### src/pkg/dcb_pkg.sv
// drive comm control/status bank: parameter numbers, field positions, codes
// assumes: compiled before every rtl file of the bank
package dcb_pkg;

    // parameter numbers, used as register indices
    typedef logic [9:0] dcb_pnum_t;
    localparam dcb_pnum_t PNUM_STATUS_TWO = 10'h2b2; // 690
    localparam dcb_pnum_t PNUM_ERR_ACTION = 10'h139; // 313
    localparam dcb_pnum_t PNUM_CW_SERIAL = 10'h2aa; // 682
    localparam dcb_pnum_t PNUM_REF_SERIAL = 10'h2ab; // 683
    localparam dcb_pnum_t PNUM_CW_FBUS = 10'h2ac; // 684
    localparam dcb_pnum_t PNUM_REF_FBUS = 10'h2ad; // 685
    localparam dcb_pnum_t PNUM_SER_ADDR = 10'h134; // 308
    localparam dcb_pnum_t PNUM_SER_BAUD = 10'h136; // 310
    localparam dcb_pnum_t PNUM_SER_FMT = 10'h137; // 311
    localparam dcb_pnum_t PNUM_SER_PROTO = 10'h138; // 312

    // requesting source of an access
    typedef enum logic [1:0] {
        SRC_SERIAL = 2'h0,
        SRC_FIELDBUS = 2'h1,
        SRC_OTHER = 2'h2
    } dcb_src_e;

    // control word field positions
    localparam int CW_RAMP_EN = 0;
    localparam int CW_GEN_EN = 1;
    localparam int CW_RUN_FWD = 2;
    localparam int CW_JOG_EN = 3;
    localparam int CW_REMOTE = 4;
    localparam int CW_RAMP2 = 5;
    localparam int CW_FAULT_RST = 7;
    localparam logic [15:0] CW_STORED_MASK = 16'h003f;

    // status word two field positions
    localparam int ST_DCLINK_EXT = 2;
    localparam int ST_ENERGY_SAVE = 3;
    localparam int ST_FREQ_REDUCE = 4;
    localparam int ST_DECEL = 6;
    localparam int ST_ACCEL = 7;
    localparam int ST_FROZEN = 8;
    localparam int ST_SETPOINT_OK = 9;
    localparam int ST_DCLINK_REG = 10;
    localparam int ST_CFG_50HZ = 11;
    localparam int ST_RIDE_THRU = 12;
    localparam int ST_FLY_START = 13;
    localparam int ST_DC_BRAKE = 14;
    localparam int ST_PWM_ON = 15;

    // reset values
    localparam logic [15:0] RST_CW = 16'h0000;
    localparam logic [15:0] RST_REF = 16'h0000;
    localparam logic [7:0] RST_ADDR = 8'h01;
    localparam logic [2:0] RST_BAUD = 3'h0;
    localparam logic [2:0] RST_FMT = 3'h1;
    localparam logic [2:0] RST_PROTO = 3'h2;

    // legal ranges and codes
    localparam logic [7:0] ADDR_MIN = 8'h01;
    localparam logic [7:0] ADDR_MAX = 8'hf7;
    localparam logic [2:0] BAUD_MAX = 3'h4;
    localparam logic [2:0] FMT_MAX = 3'h5;
    localparam logic [2:0] FMT_TWO_STOP_FIRST = 3'h3;
    localparam logic [2:0] PROTO_SLAVE = 3'h2;
    localparam logic [2:0] PROTO_BACNET = 3'h3;
    localparam logic [2:0] PROTO_MASTER = 3'h5;
    localparam logic [7:0] DEF_LOAD_60HZ = 8'h05;
    localparam logic [7:0] DEF_LOAD_50HZ = 8'h06;
    localparam logic signed [15:0] SPEED_RATED = 16'sh2000;

    // action on communication error
    typedef enum logic [2:0] {
        EA_NONE = 3'h0,
        EA_RAMP_STOP = 3'h1,
        EA_DISABLE = 3'h2,
        EA_LOCAL = 3'h3,
        EA_LOCAL_KEEP = 3'h4,
        EA_FAULT = 3'h5
    } dcb_erract_e;

    // bit rate in bits per second for a rate code
    function automatic logic [16:0] dcb_bit_rate(input logic [2:0] code);
        unique case (code)
            3'h0: dcb_bit_rate = 17'd9600;
            3'h1: dcb_bit_rate = 17'd19200;
            3'h2: dcb_bit_rate = 17'd38400;
            3'h3: dcb_bit_rate = 17'd57600;
            default: dcb_bit_rate = 17'd76800;
        endcase
    endfunction : dcb_bit_rate

endpackage : dcb_pkg

### src/rtl/dcb_cmd_apply.sv
// drive comm bank: applies the active control word to the drive
// assumes: inputs synchronous to clock_i, error reaction decided by the bank
`timescale 1ns/100ps
module dcb_cmd_apply (
    // clock and reset
    input wire logic clock_i,
    input wire logic rst_i,
    // from the bank
    input wire logic [15:0] cw_i,
    input wire logic tripped_i,
    input wire dcb_pkg::dcb_erract_e action_i,
    input wire logic fault_clear_i,
    // drive commands
    output logic ramp_enable_o,
    output logic general_enable_o,
    output logic run_forward_o,
    output logic jog_enable_o,
    output logic remote_o,
    output logic second_ramp_o,
    output logic fault_reset_o
);
    import dcb_pkg::*;

    typedef struct packed {
        logic [5:0] cmd;
        logic fault_reset;
    } dcb_apply_s;

    dcb_apply_s state_reg;
    dcb_apply_s state_next;

    // error reaction overrides the written bits only while tripped
    always_comb begin
        state_next = state_reg;
        state_next.cmd = cw_i[5:0];
        state_next.fault_reset = fault_clear_i;
        if (tripped_i) begin
            unique case (action_i)
                EA_RAMP_STOP: state_next.cmd[CW_RAMP_EN] = 1'b0;
                EA_DISABLE: state_next.cmd[CW_GEN_EN] = 1'b0;
                EA_LOCAL: begin
                    state_next.cmd[CW_REMOTE] = 1'b0;
                    state_next.cmd[CW_GEN_EN] = 1'b0;
                end
                EA_LOCAL_KEEP: state_next.cmd[CW_REMOTE] = 1'b0;
                default: ;
            endcase
        end
    end

    always_ff @(posedge clock_i or posedge rst_i) begin
        if (rst_i) begin
            state_reg <= '0;
        end else begin
            state_reg <= state_next;
        end
    end

    // each bit drives one drive function
    assign ramp_enable_o = state_reg.cmd[CW_RAMP_EN];
    assign general_enable_o = state_reg.cmd[CW_GEN_EN];
    assign run_forward_o = state_reg.cmd[CW_RUN_FWD];
    assign jog_enable_o = state_reg.cmd[CW_JOG_EN];
    assign remote_o = state_reg.cmd[CW_REMOTE];
    assign second_ramp_o = state_reg.cmd[CW_RAMP2];
    assign fault_reset_o = state_reg.fault_reset;

endmodule : dcb_cmd_apply

### src/rtl/dcb_bank.sv
// drive comm control/status bank: parameter access port, status word two,
// control words, speed references, comm error action and serial settings
// assumes: one access port shared by all sources, status flags from the drive
// core, all inputs synchronous to clock_i
`timescale 1ns/100ps
module dcb_bank (
    // clock and reset
    input wire logic clock_i,
    input wire logic rst_i,
    // parameter access port
    input wire logic req_i,
    input wire logic we_i,
    input wire dcb_pkg::dcb_src_e src_i,
    input wire dcb_pkg::dcb_pnum_t pnum_i,
    input wire logic [15:0] wdata_i,
    output logic ack_o,
    output logic refused_o,
    output logic [15:0] rdata_o,
    // drive core status flags
    input wire logic dclink_ext_i,
    input wire logic energy_save_i,
    input wire logic output_frequency_reduction_i,
    input wire logic decel_ramp_i,
    input wire logic accel_ramp_i,
    input wire logic ramp_frozen_i,
    input wire logic setpoint_ok_i,
    input wire logic dclink_reg_i,
    input wire logic defaults_load_i,
    input wire logic [7:0] defaults_load_code_i,
    input wire logic ride_through_i,
    input wire logic flying_start_i,
    input wire logic dc_brake_i,
    input wire logic pwm_enabled_i,
    input wire logic fault_i,
    // reference selection and comm error
    input wire logic fieldbus_active_i,
    input wire logic ref_from_network_i,
    input wire logic comm_error_i,
    // drive commands
    output logic ramp_enable_o,
    output logic general_enable_o,
    output logic run_forward_o,
    output logic jog_enable_o,
    output logic remote_o,
    output logic second_ramp_o,
    output logic fault_reset_o,
    output logic fault_raise_o,
    output logic comm_tripped_o,
    // speed reference to the ramp
    output logic signed [15:0] speed_ref_o,
    output logic speed_ref_valid_o,
    // serial port settings
    output logic [7:0] serial_slave_address_o,
    output logic [16:0] serial_bit_rate_o,
    output logic [1:0] serial_parity_o,
    output logic serial_two_stop_o,
    output logic [2:0] serial_protocol_o
);
    import dcb_pkg::*;

    // comm error reaction states
    typedef enum logic [1:0] {
        CE_NORMAL = 2'b01,
        CE_TRIPPED = 2'b10
    } dcb_cerr_e;

    typedef struct packed {
        logic [15:0] cw_serial;
        logic [15:0] cw_fbus;
        logic [15:0] ref_serial;
        logic [15:0] ref_fbus;
        logic [7:0] addr;
        logic [2:0] baud;
        logic [2:0] fmt;
        logic [2:0] proto;
        dcb_erract_e err_act;
        logic cfg_50hz;
        logic [15:0] status;
        logic [15:0] rdata;
        logic ack;
        logic refused;
        logic fault_clear;
        logic fault_raise;
        logic signed [15:0] speed_ref;
        logic speed_valid;
        dcb_cerr_e cerr;
    } dcb_bank_s;

    dcb_bank_s state_reg;
    dcb_bank_s state_next;

    logic wr;
    logic cw_write;
    logic [15:0] cw_written;
    logic [15:0] cw_active;

    // a write is a request with we_i set
    assign wr = req_i && we_i;

    // combinational next state
    always_comb begin
        state_next = state_reg;
        cw_write = 1'b0;
        cw_written = '0;
        state_next.ack = req_i;
        state_next.refused = 1'b0;
        state_next.fault_raise = 1'b0;

        // status word two sampled every cycle
        state_next.status = '0;
        state_next.status[ST_DCLINK_EXT] = dclink_ext_i;
        state_next.status[ST_ENERGY_SAVE] = energy_save_i;
        state_next.status[ST_FREQ_REDUCE] = output_frequency_reduction_i;
        state_next.status[ST_DECEL] = decel_ramp_i;
        state_next.status[ST_ACCEL] = accel_ramp_i;
        state_next.status[ST_FROZEN] = ramp_frozen_i;
        state_next.status[ST_SETPOINT_OK] = setpoint_ok_i;
        state_next.status[ST_DCLINK_REG] = dclink_reg_i;
        state_next.status[ST_CFG_50HZ] = state_reg.cfg_50hz;
        state_next.status[ST_RIDE_THRU] = ride_through_i;
        state_next.status[ST_FLY_START] = flying_start_i;
        state_next.status[ST_DC_BRAKE] = dc_brake_i;
        state_next.status[ST_PWM_ON] = pwm_enabled_i;

        // defaults load only changes the flag for the two frequency codes
        if (defaults_load_i && defaults_load_code_i == DEF_LOAD_50HZ) begin
            state_next.cfg_50hz = 1'b1;
        end else if (defaults_load_i && defaults_load_code_i == DEF_LOAD_60HZ) begin
            state_next.cfg_50hz = 1'b0;
        end

        // read path: stored values keep reserved bits at zero
        if (req_i) begin
            unique case (pnum_i)
                PNUM_STATUS_TWO: state_next.rdata = state_reg.status;
                PNUM_ERR_ACTION: state_next.rdata = {13'h0000, state_reg.err_act};
                PNUM_CW_SERIAL: state_next.rdata = state_reg.cw_serial;
                PNUM_REF_SERIAL: state_next.rdata = state_reg.ref_serial;
                PNUM_CW_FBUS: state_next.rdata = state_reg.cw_fbus;
                PNUM_REF_FBUS: state_next.rdata = state_reg.ref_fbus;
                PNUM_SER_ADDR: state_next.rdata = {8'h00, state_reg.addr};
                PNUM_SER_BAUD: state_next.rdata = {13'h0000, state_reg.baud};
                PNUM_SER_FMT: state_next.rdata = {13'h0000, state_reg.fmt};
                PNUM_SER_PROTO: state_next.rdata = {13'h0000, state_reg.proto};
                default: begin
                    state_next.rdata = '0;
                    state_next.refused = 1'b1;
                end
            endcase
        end

        // write path: control words and references check the source, error action and serial settings check the legal range
        if (wr) begin
            unique case (pnum_i)
                PNUM_STATUS_TWO: state_next.refused = 1'b1;
                PNUM_ERR_ACTION: begin
                    if (wdata_i <= 16'(EA_FAULT)) begin
                        state_next.err_act = dcb_erract_e'(wdata_i[2:0]);
                    end else begin
                        state_next.refused = 1'b1;
                    end
                end
                PNUM_CW_SERIAL: begin
                    if (src_i == SRC_SERIAL) begin
                        state_next.cw_serial = wdata_i & CW_STORED_MASK;
                        cw_write = !fieldbus_active_i;
                        cw_written = wdata_i;
                    end else begin
                        state_next.refused = 1'b1;
                    end
                end
                PNUM_CW_FBUS: begin
                    if (src_i == SRC_FIELDBUS) begin
                        state_next.cw_fbus = wdata_i & CW_STORED_MASK;
                        cw_write = fieldbus_active_i;
                        cw_written = wdata_i;
                    end else begin
                        state_next.refused = 1'b1;
                    end
                end
                PNUM_REF_SERIAL: begin
                    if (src_i == SRC_SERIAL) begin
                        state_next.ref_serial = wdata_i;
                    end else begin
                        state_next.refused = 1'b1;
                    end
                end
                PNUM_REF_FBUS: begin
                    if (src_i == SRC_FIELDBUS) begin
                        state_next.ref_fbus = wdata_i;
                    end else begin
                        state_next.refused = 1'b1;
                    end
                end
                PNUM_SER_ADDR: begin
                    if (wdata_i >= 16'(ADDR_MIN) && wdata_i <= 16'(ADDR_MAX)) begin
                        state_next.addr = wdata_i[7:0];
                    end else begin
                        state_next.refused = 1'b1;
                    end
                end
                PNUM_SER_BAUD: begin
                    if (wdata_i <= 16'(BAUD_MAX)) begin
                        state_next.baud = wdata_i[2:0];
                    end else begin
                        state_next.refused = 1'b1;
                    end
                end
                PNUM_SER_FMT: begin
                    if (wdata_i <= 16'(FMT_MAX)) begin
                        state_next.fmt = wdata_i[2:0];
                    end else begin
                        state_next.refused = 1'b1;
                    end
                end
                PNUM_SER_PROTO: begin
                    if (wdata_i == 16'(PROTO_SLAVE) || wdata_i == 16'(PROTO_BACNET)
                        || wdata_i == 16'(PROTO_MASTER)) begin
                        state_next.proto = wdata_i[2:0];
                    end else begin
                        state_next.refused = 1'b1;
                    end
                end
                default: state_next.refused = 1'b1;
            endcase
        end

        // fault reset acts only on a registered fault
        state_next.fault_clear = cw_write && cw_written[CW_FAULT_RST] && fault_i;

        // comm error reaction holds until the master writes a fresh control word;
        // an error in the same cycle as that write wins, so no event is lost
        unique case (state_reg.cerr)
            CE_NORMAL: begin
                if (comm_error_i && state_reg.err_act != EA_NONE) begin
                    state_next.cerr = CE_TRIPPED;
                    state_next.fault_raise = (state_reg.err_act == EA_FAULT);
                end
            end
            CE_TRIPPED: begin
                if (cw_write && !comm_error_i) begin
                    state_next.cerr = CE_NORMAL;
                end
            end
            default: state_next.cerr = CE_NORMAL;
        endcase

        // speed reference reaches the ramp only when sourced from the network
        state_next.speed_valid = ref_from_network_i;
        if (ref_from_network_i) begin
            state_next.speed_ref = fieldbus_active_i ? signed'(state_reg.ref_fbus)
                                                     : signed'(state_reg.ref_serial);
        end else begin
            state_next.speed_ref = '0;
        end
    end

    // one register stage for the bank state; the drive command outputs take a second one in dcb_cmd_apply
    always_ff @(posedge clock_i or posedge rst_i) begin
        if (rst_i) begin
            state_reg <= '0;
            state_reg.cw_serial <= RST_CW;
            state_reg.cw_fbus <= RST_CW;
            state_reg.ref_serial <= RST_REF;
            state_reg.ref_fbus <= RST_REF;
            state_reg.addr <= RST_ADDR;
            state_reg.baud <= RST_BAUD;
            state_reg.fmt <= RST_FMT;
            state_reg.proto <= RST_PROTO;
            state_reg.err_act <= EA_NONE;
            state_reg.cerr <= CE_NORMAL;
        end else begin
            state_reg <= state_next;
        end
    end

    // control word of the group owning the drive
    assign cw_active = fieldbus_active_i ? state_reg.cw_fbus : state_reg.cw_serial;

    // control word with the error reaction on top
    dcb_cmd_apply u_apply (
        .clock_i(clock_i),
        .rst_i(rst_i),
        .cw_i(cw_active),
        .tripped_i(state_reg.cerr == CE_TRIPPED),
        .action_i(state_reg.err_act),
        .fault_clear_i(state_reg.fault_clear),
        .ramp_enable_o(ramp_enable_o),
        .general_enable_o(general_enable_o),
        .run_forward_o(run_forward_o),
        .jog_enable_o(jog_enable_o),
        .remote_o(remote_o),
        .second_ramp_o(second_ramp_o),
        .fault_reset_o(fault_reset_o)
    );

    // access answers
    assign ack_o = state_reg.ack;
    assign refused_o = state_reg.refused;
    assign rdata_o = state_reg.rdata;

    // error reaction outputs
    assign fault_raise_o = state_reg.fault_raise;
    assign comm_tripped_o = (state_reg.cerr == CE_TRIPPED);

    // speed reference
    assign speed_ref_o = state_reg.speed_ref;
    assign speed_ref_valid_o = state_reg.speed_valid;

    // serial settings decoded from stored codes
    assign serial_slave_address_o = state_reg.addr;
    assign serial_bit_rate_o = dcb_bit_rate(state_reg.baud);
    assign serial_parity_o = (state_reg.fmt >= FMT_TWO_STOP_FIRST) ?
                             2'(state_reg.fmt - FMT_TWO_STOP_FIRST) : state_reg.fmt[1:0];
    assign serial_two_stop_o = (state_reg.fmt >= FMT_TWO_STOP_FIRST);
    assign serial_protocol_o = state_reg.proto;

endmodule : dcb_bank

### config.mk
export PLATFORM = sky130hd
export DESIGN_NAME = dcb_bank
export DESIGN_NICKNAME = d
export VERILOG_FILES = /design/src/pkg/dcb_pkg.sv /design/src/rtl/dcb_cmd_apply.sv /design/src/rtl/dcb_bank.sv
export SDC_FILE = /design/constraint.sdc
export NUM_CORES = 1
export LEC_CHECK = 0
export BUFFER_PORTS_ARGS = -buffer_cell sky130_fd_sc_hd__buf_2
export CAP_MARGIN = 10
export CORE_MARGIN = 3
export CORE_UTILIZATION = 59
export DETAILED_ROUTE_END_ITERATION = 8
export PLACE_DENSITY = 0.86
export SYNTH_ARGS = -nofsm -noshare
export SYNTH_HDL_FRONTEND = slang
export SYNTH_SLANG_ARGS = --single-unit
### constraint.sdc
create_clock -name clock_i -period 7.1 [get_ports clock_i]
set_clock_uncertainty 0.2 [all_clocks]
set_input_delay 0 -clock clock_i [delete_from_list [all_inputs] [get_ports clock_i]]
set_output_delay 0 -clock clock_i [all_outputs]
set_load 0.01 [all_outputs]
==> summary.txt <==
Power
  • Worst vdd ir: 0.153 mV
  • Cell Pwr Density: 221 nW/um^2
  • Static Leak: 3.75 nW
  • Final Total Pwr: 1.69 mW

STA
  • Final setup viols: 0
  • Relative slew slack: 18.8%
  • Final min period: 3040 ps
  • Fmax: 329 MHz
  • RSZ-0062 raised after global routing: no
  • Fin worst setup slack: 4060 ps
  • Max-slew violations: 0
  • Count of final hold-check violations: 0
  • Measured slew at the worst slew-check pin: 1210 ps
  • Final Cycle Share: 42.8%
  • Post-Route Setup TNS: 0 ps

Place
  • Pre-CTS WS: 4490 ps
  • I/O Buffers: 124
  • Placement Cell Area: 6390 sq um
  • DP HPWL: 9.89 mm
  • Routability cong.: 0.886

Synth
  • Fraction of registers with async set/reset: 100%
  • Yosys cell types: 58
  • Seq/Total Area, Yosys: 51.6%
  • Register bit total from synthesis: 124
  • Main synth FF type: dfrtp_1
  • Synth warnings: 0
  • Cells after synthesis: 517
  • EDFF count, synth: 0
  • Avg Synthesized Cell Area: 11.7 sq um
  • Cell Area, Synth: 6030 sq um

Final layout
  • N_diodes: 0
  • Area growth syn-to-layout: 26.8%
  • # nets final: 721
  • Multi-input logic area: 2440 sq um
  • Post-layout util: 77.5%
  • Share of cells above drive strength 1: 36.7%
  • Final Cell Area: 7640 sq um
  • Number of fill cells: 614
  • Flip-flop count of the largest register after layout: 69
  • Register area: 3110 sq um

Global routing
  • Remaining global-route overflow: 0
  • Pin count of the biggest net entering global routing: 68
  • Total GRT Usage: 31.0%
  • Vias in the first global route: 5037
  • Global-route wire length before repair: 26.8 mm
  • Initial antenna violation count: 0

Routing
  • Drt drc: 0
  • Pre-antenna DRT Iters: 6
  • Antenna viol nets, final: 0
  • Vias: 4855
  • Total routed wirelength: 17.1 mm
  • Starting DRT DRC Count: 542
  • DR vias/cell: 6.00
  • Routed WL per cell: 21.1 um

CTS
  • CTS buffer count: 17
  • Clock tree buffer depth: 2
  • Post-CTS setup buffers: 0
  • Worst-Skew Late Latency: 530 ps
  • Clock root buffer: clkbuf_8
  • Sink Count: 124
  • Clock transition at path regs: 60 ps
  • CTS tree: done
  • H-tree levels: 4

Floorplanning
  • Std-Cell Rows: 36
  • Ports: 132
  • Core area: 9860 sq um
  • Die area: 11500 sq um
  • Starting Density: 61.1%
  • Die X: 107 um
  • Chip height: 107 um

Status
  • Outcome: finished, final reports clean

Worst setup path
  • Crit Path Max Fanout: 12
  • Kind of critical path: input port to flop
  • Critical path required time: 7310 ps
  • Worst EP arrival: 3250 ps
  • Critical Path End Type: flop
  • CP startpoint kind: input port

Run
  • Max_cap viols: 0

Min path
  • Hold WC Path Type: input port to flop
## cell type report
class	instances	area share (%)
Sequential cell	124	40.7
Multi-Input combinational cell	317	31.9
Timing Repair Buffer	194	17.2
Clock buffer	22	6.06
Tap cell	133	2.18
Clock inverter	10	1.47
Inverter	9	0.475
## where the power goes
part | total (mW) | leakage, nW | switching (mW) | internal [mW]
clock network | 0.842 | 0.281 | 0.316 | 0.526
logic | 0.123 | 1.82 | 0.0690 | 0.0537
registers | 0.725 | 1.65 | 0.00618 | 0.719
total | 1.69 | 3.75 | 0.391 | 1.30
## layer usage
metal / global-route usage (%) / wire length (um) / vias to the layer above
met5: 0 / 0 / -
met4: 17.3 / 786 / 0
met3: 7.41 / 1250 / 79
met2: 50.5 / 8460 / 300
met1: 38.0 / 6550 / 2376
li1: - / - / 2100
## worst paths after layout
check,startpoint,end,slack (ps),cells past startpoint
setup / recovery,pnum_i[2],refused_o,4060,8
hold / removal,wdata_i[11],state_reg[87],80,3
setup reg to reg,state_reg[58],rdata_o[2],4620,6
hold reg to reg,state_reg[20],u_apply.fault_reset_o,150,0
max in group asynchronous,rst_i,speed_ref_o[2],4850,5
min in group asynchronous,rst_i,state_reg[51],560,4
## logic make-up after synthesis
| kind of cell | synth area share (%) |
|---|---|
| fa+ha+maj | 0.208 |
| buf+inv | 8.37 |
| mux | 18.1 |
| other cells | 0.0622 |
| flops | 51.6 |
| simple gates | 13.1 |
| compound gates | 8.55 |
## cell usage in the layout (no fill, tap or decap), drive strengths merged, types with 4 or more instances in the layout
cell type	instances
inv	10
nand3	5
mux2i	29
nor2	34
clkinv	5
nand2	19
nor2b	22
nand3b	4
o21ai	10
a22oi	14
nand4	4
a222oi	5
clkbuf	22
a21oi	15
a31oi	10
dfrtp	120
nor4	6
conb	7
buf	127
nor3	8
nand2b	8
dlygate4sd3	67
mux2	71
dfstp	4
nor3b	4
## cells in the mapped netlist, types with 3 or more instances
cell type  number  share of area, %
a2111oi_0       3              0.44
a21oi_1        15               1.2
a221oi_1        3              0.44
a222oi_1        5              0.83
a22oi_1        14               1.7
a31oi_1        10               1.0
and3_1          3              0.31
buf_1           3              0.19
buf_2           4              0.33
buf_4          51               6.4
clkbuf_1       15              0.93
dfrtp_1       120                50
dfstp_2         4               1.7
inv_1           9              0.56
mux2_2         71                13
mux2i_1        29               4.8
nand2_1        19               1.2
nand2b_1        8              0.83
nand3_1         4              0.33
nand3b_1        4              0.50
nand4_1         4              0.42
nor2_1         34               2.1
nor2b_1        22               2.3
nor3_1          7              0.58
nor3b_1         3              0.37
nor4_1          4              0.42
o21ai_0        10              0.83
## per-stage QoR
stage | cells | hold WS (ps)
after floorplan | 523 | -169
after global placement | 709 | -91.3
after detailed placement | 709 | -90.7
after CTS | 808 | 47.4
after global routing | 809 | 81.8
final | 809 | 82.5
## critical path, stage by stage
cell and delay, ps:
dlygate4sd3_1 520, buf_2 160, nor4b_1 470, nor3b_2 1050
inv_1 130, o21ai_0 220, a211oi_1 90, dlygate4sd3_1 610
## timing repair
item                      CTS  global route
hold endpoints to repair  177             0
gates resized for setup     0             0
hold buffers               67             0
Note: power is estimated with default switching activity, not from simulation.
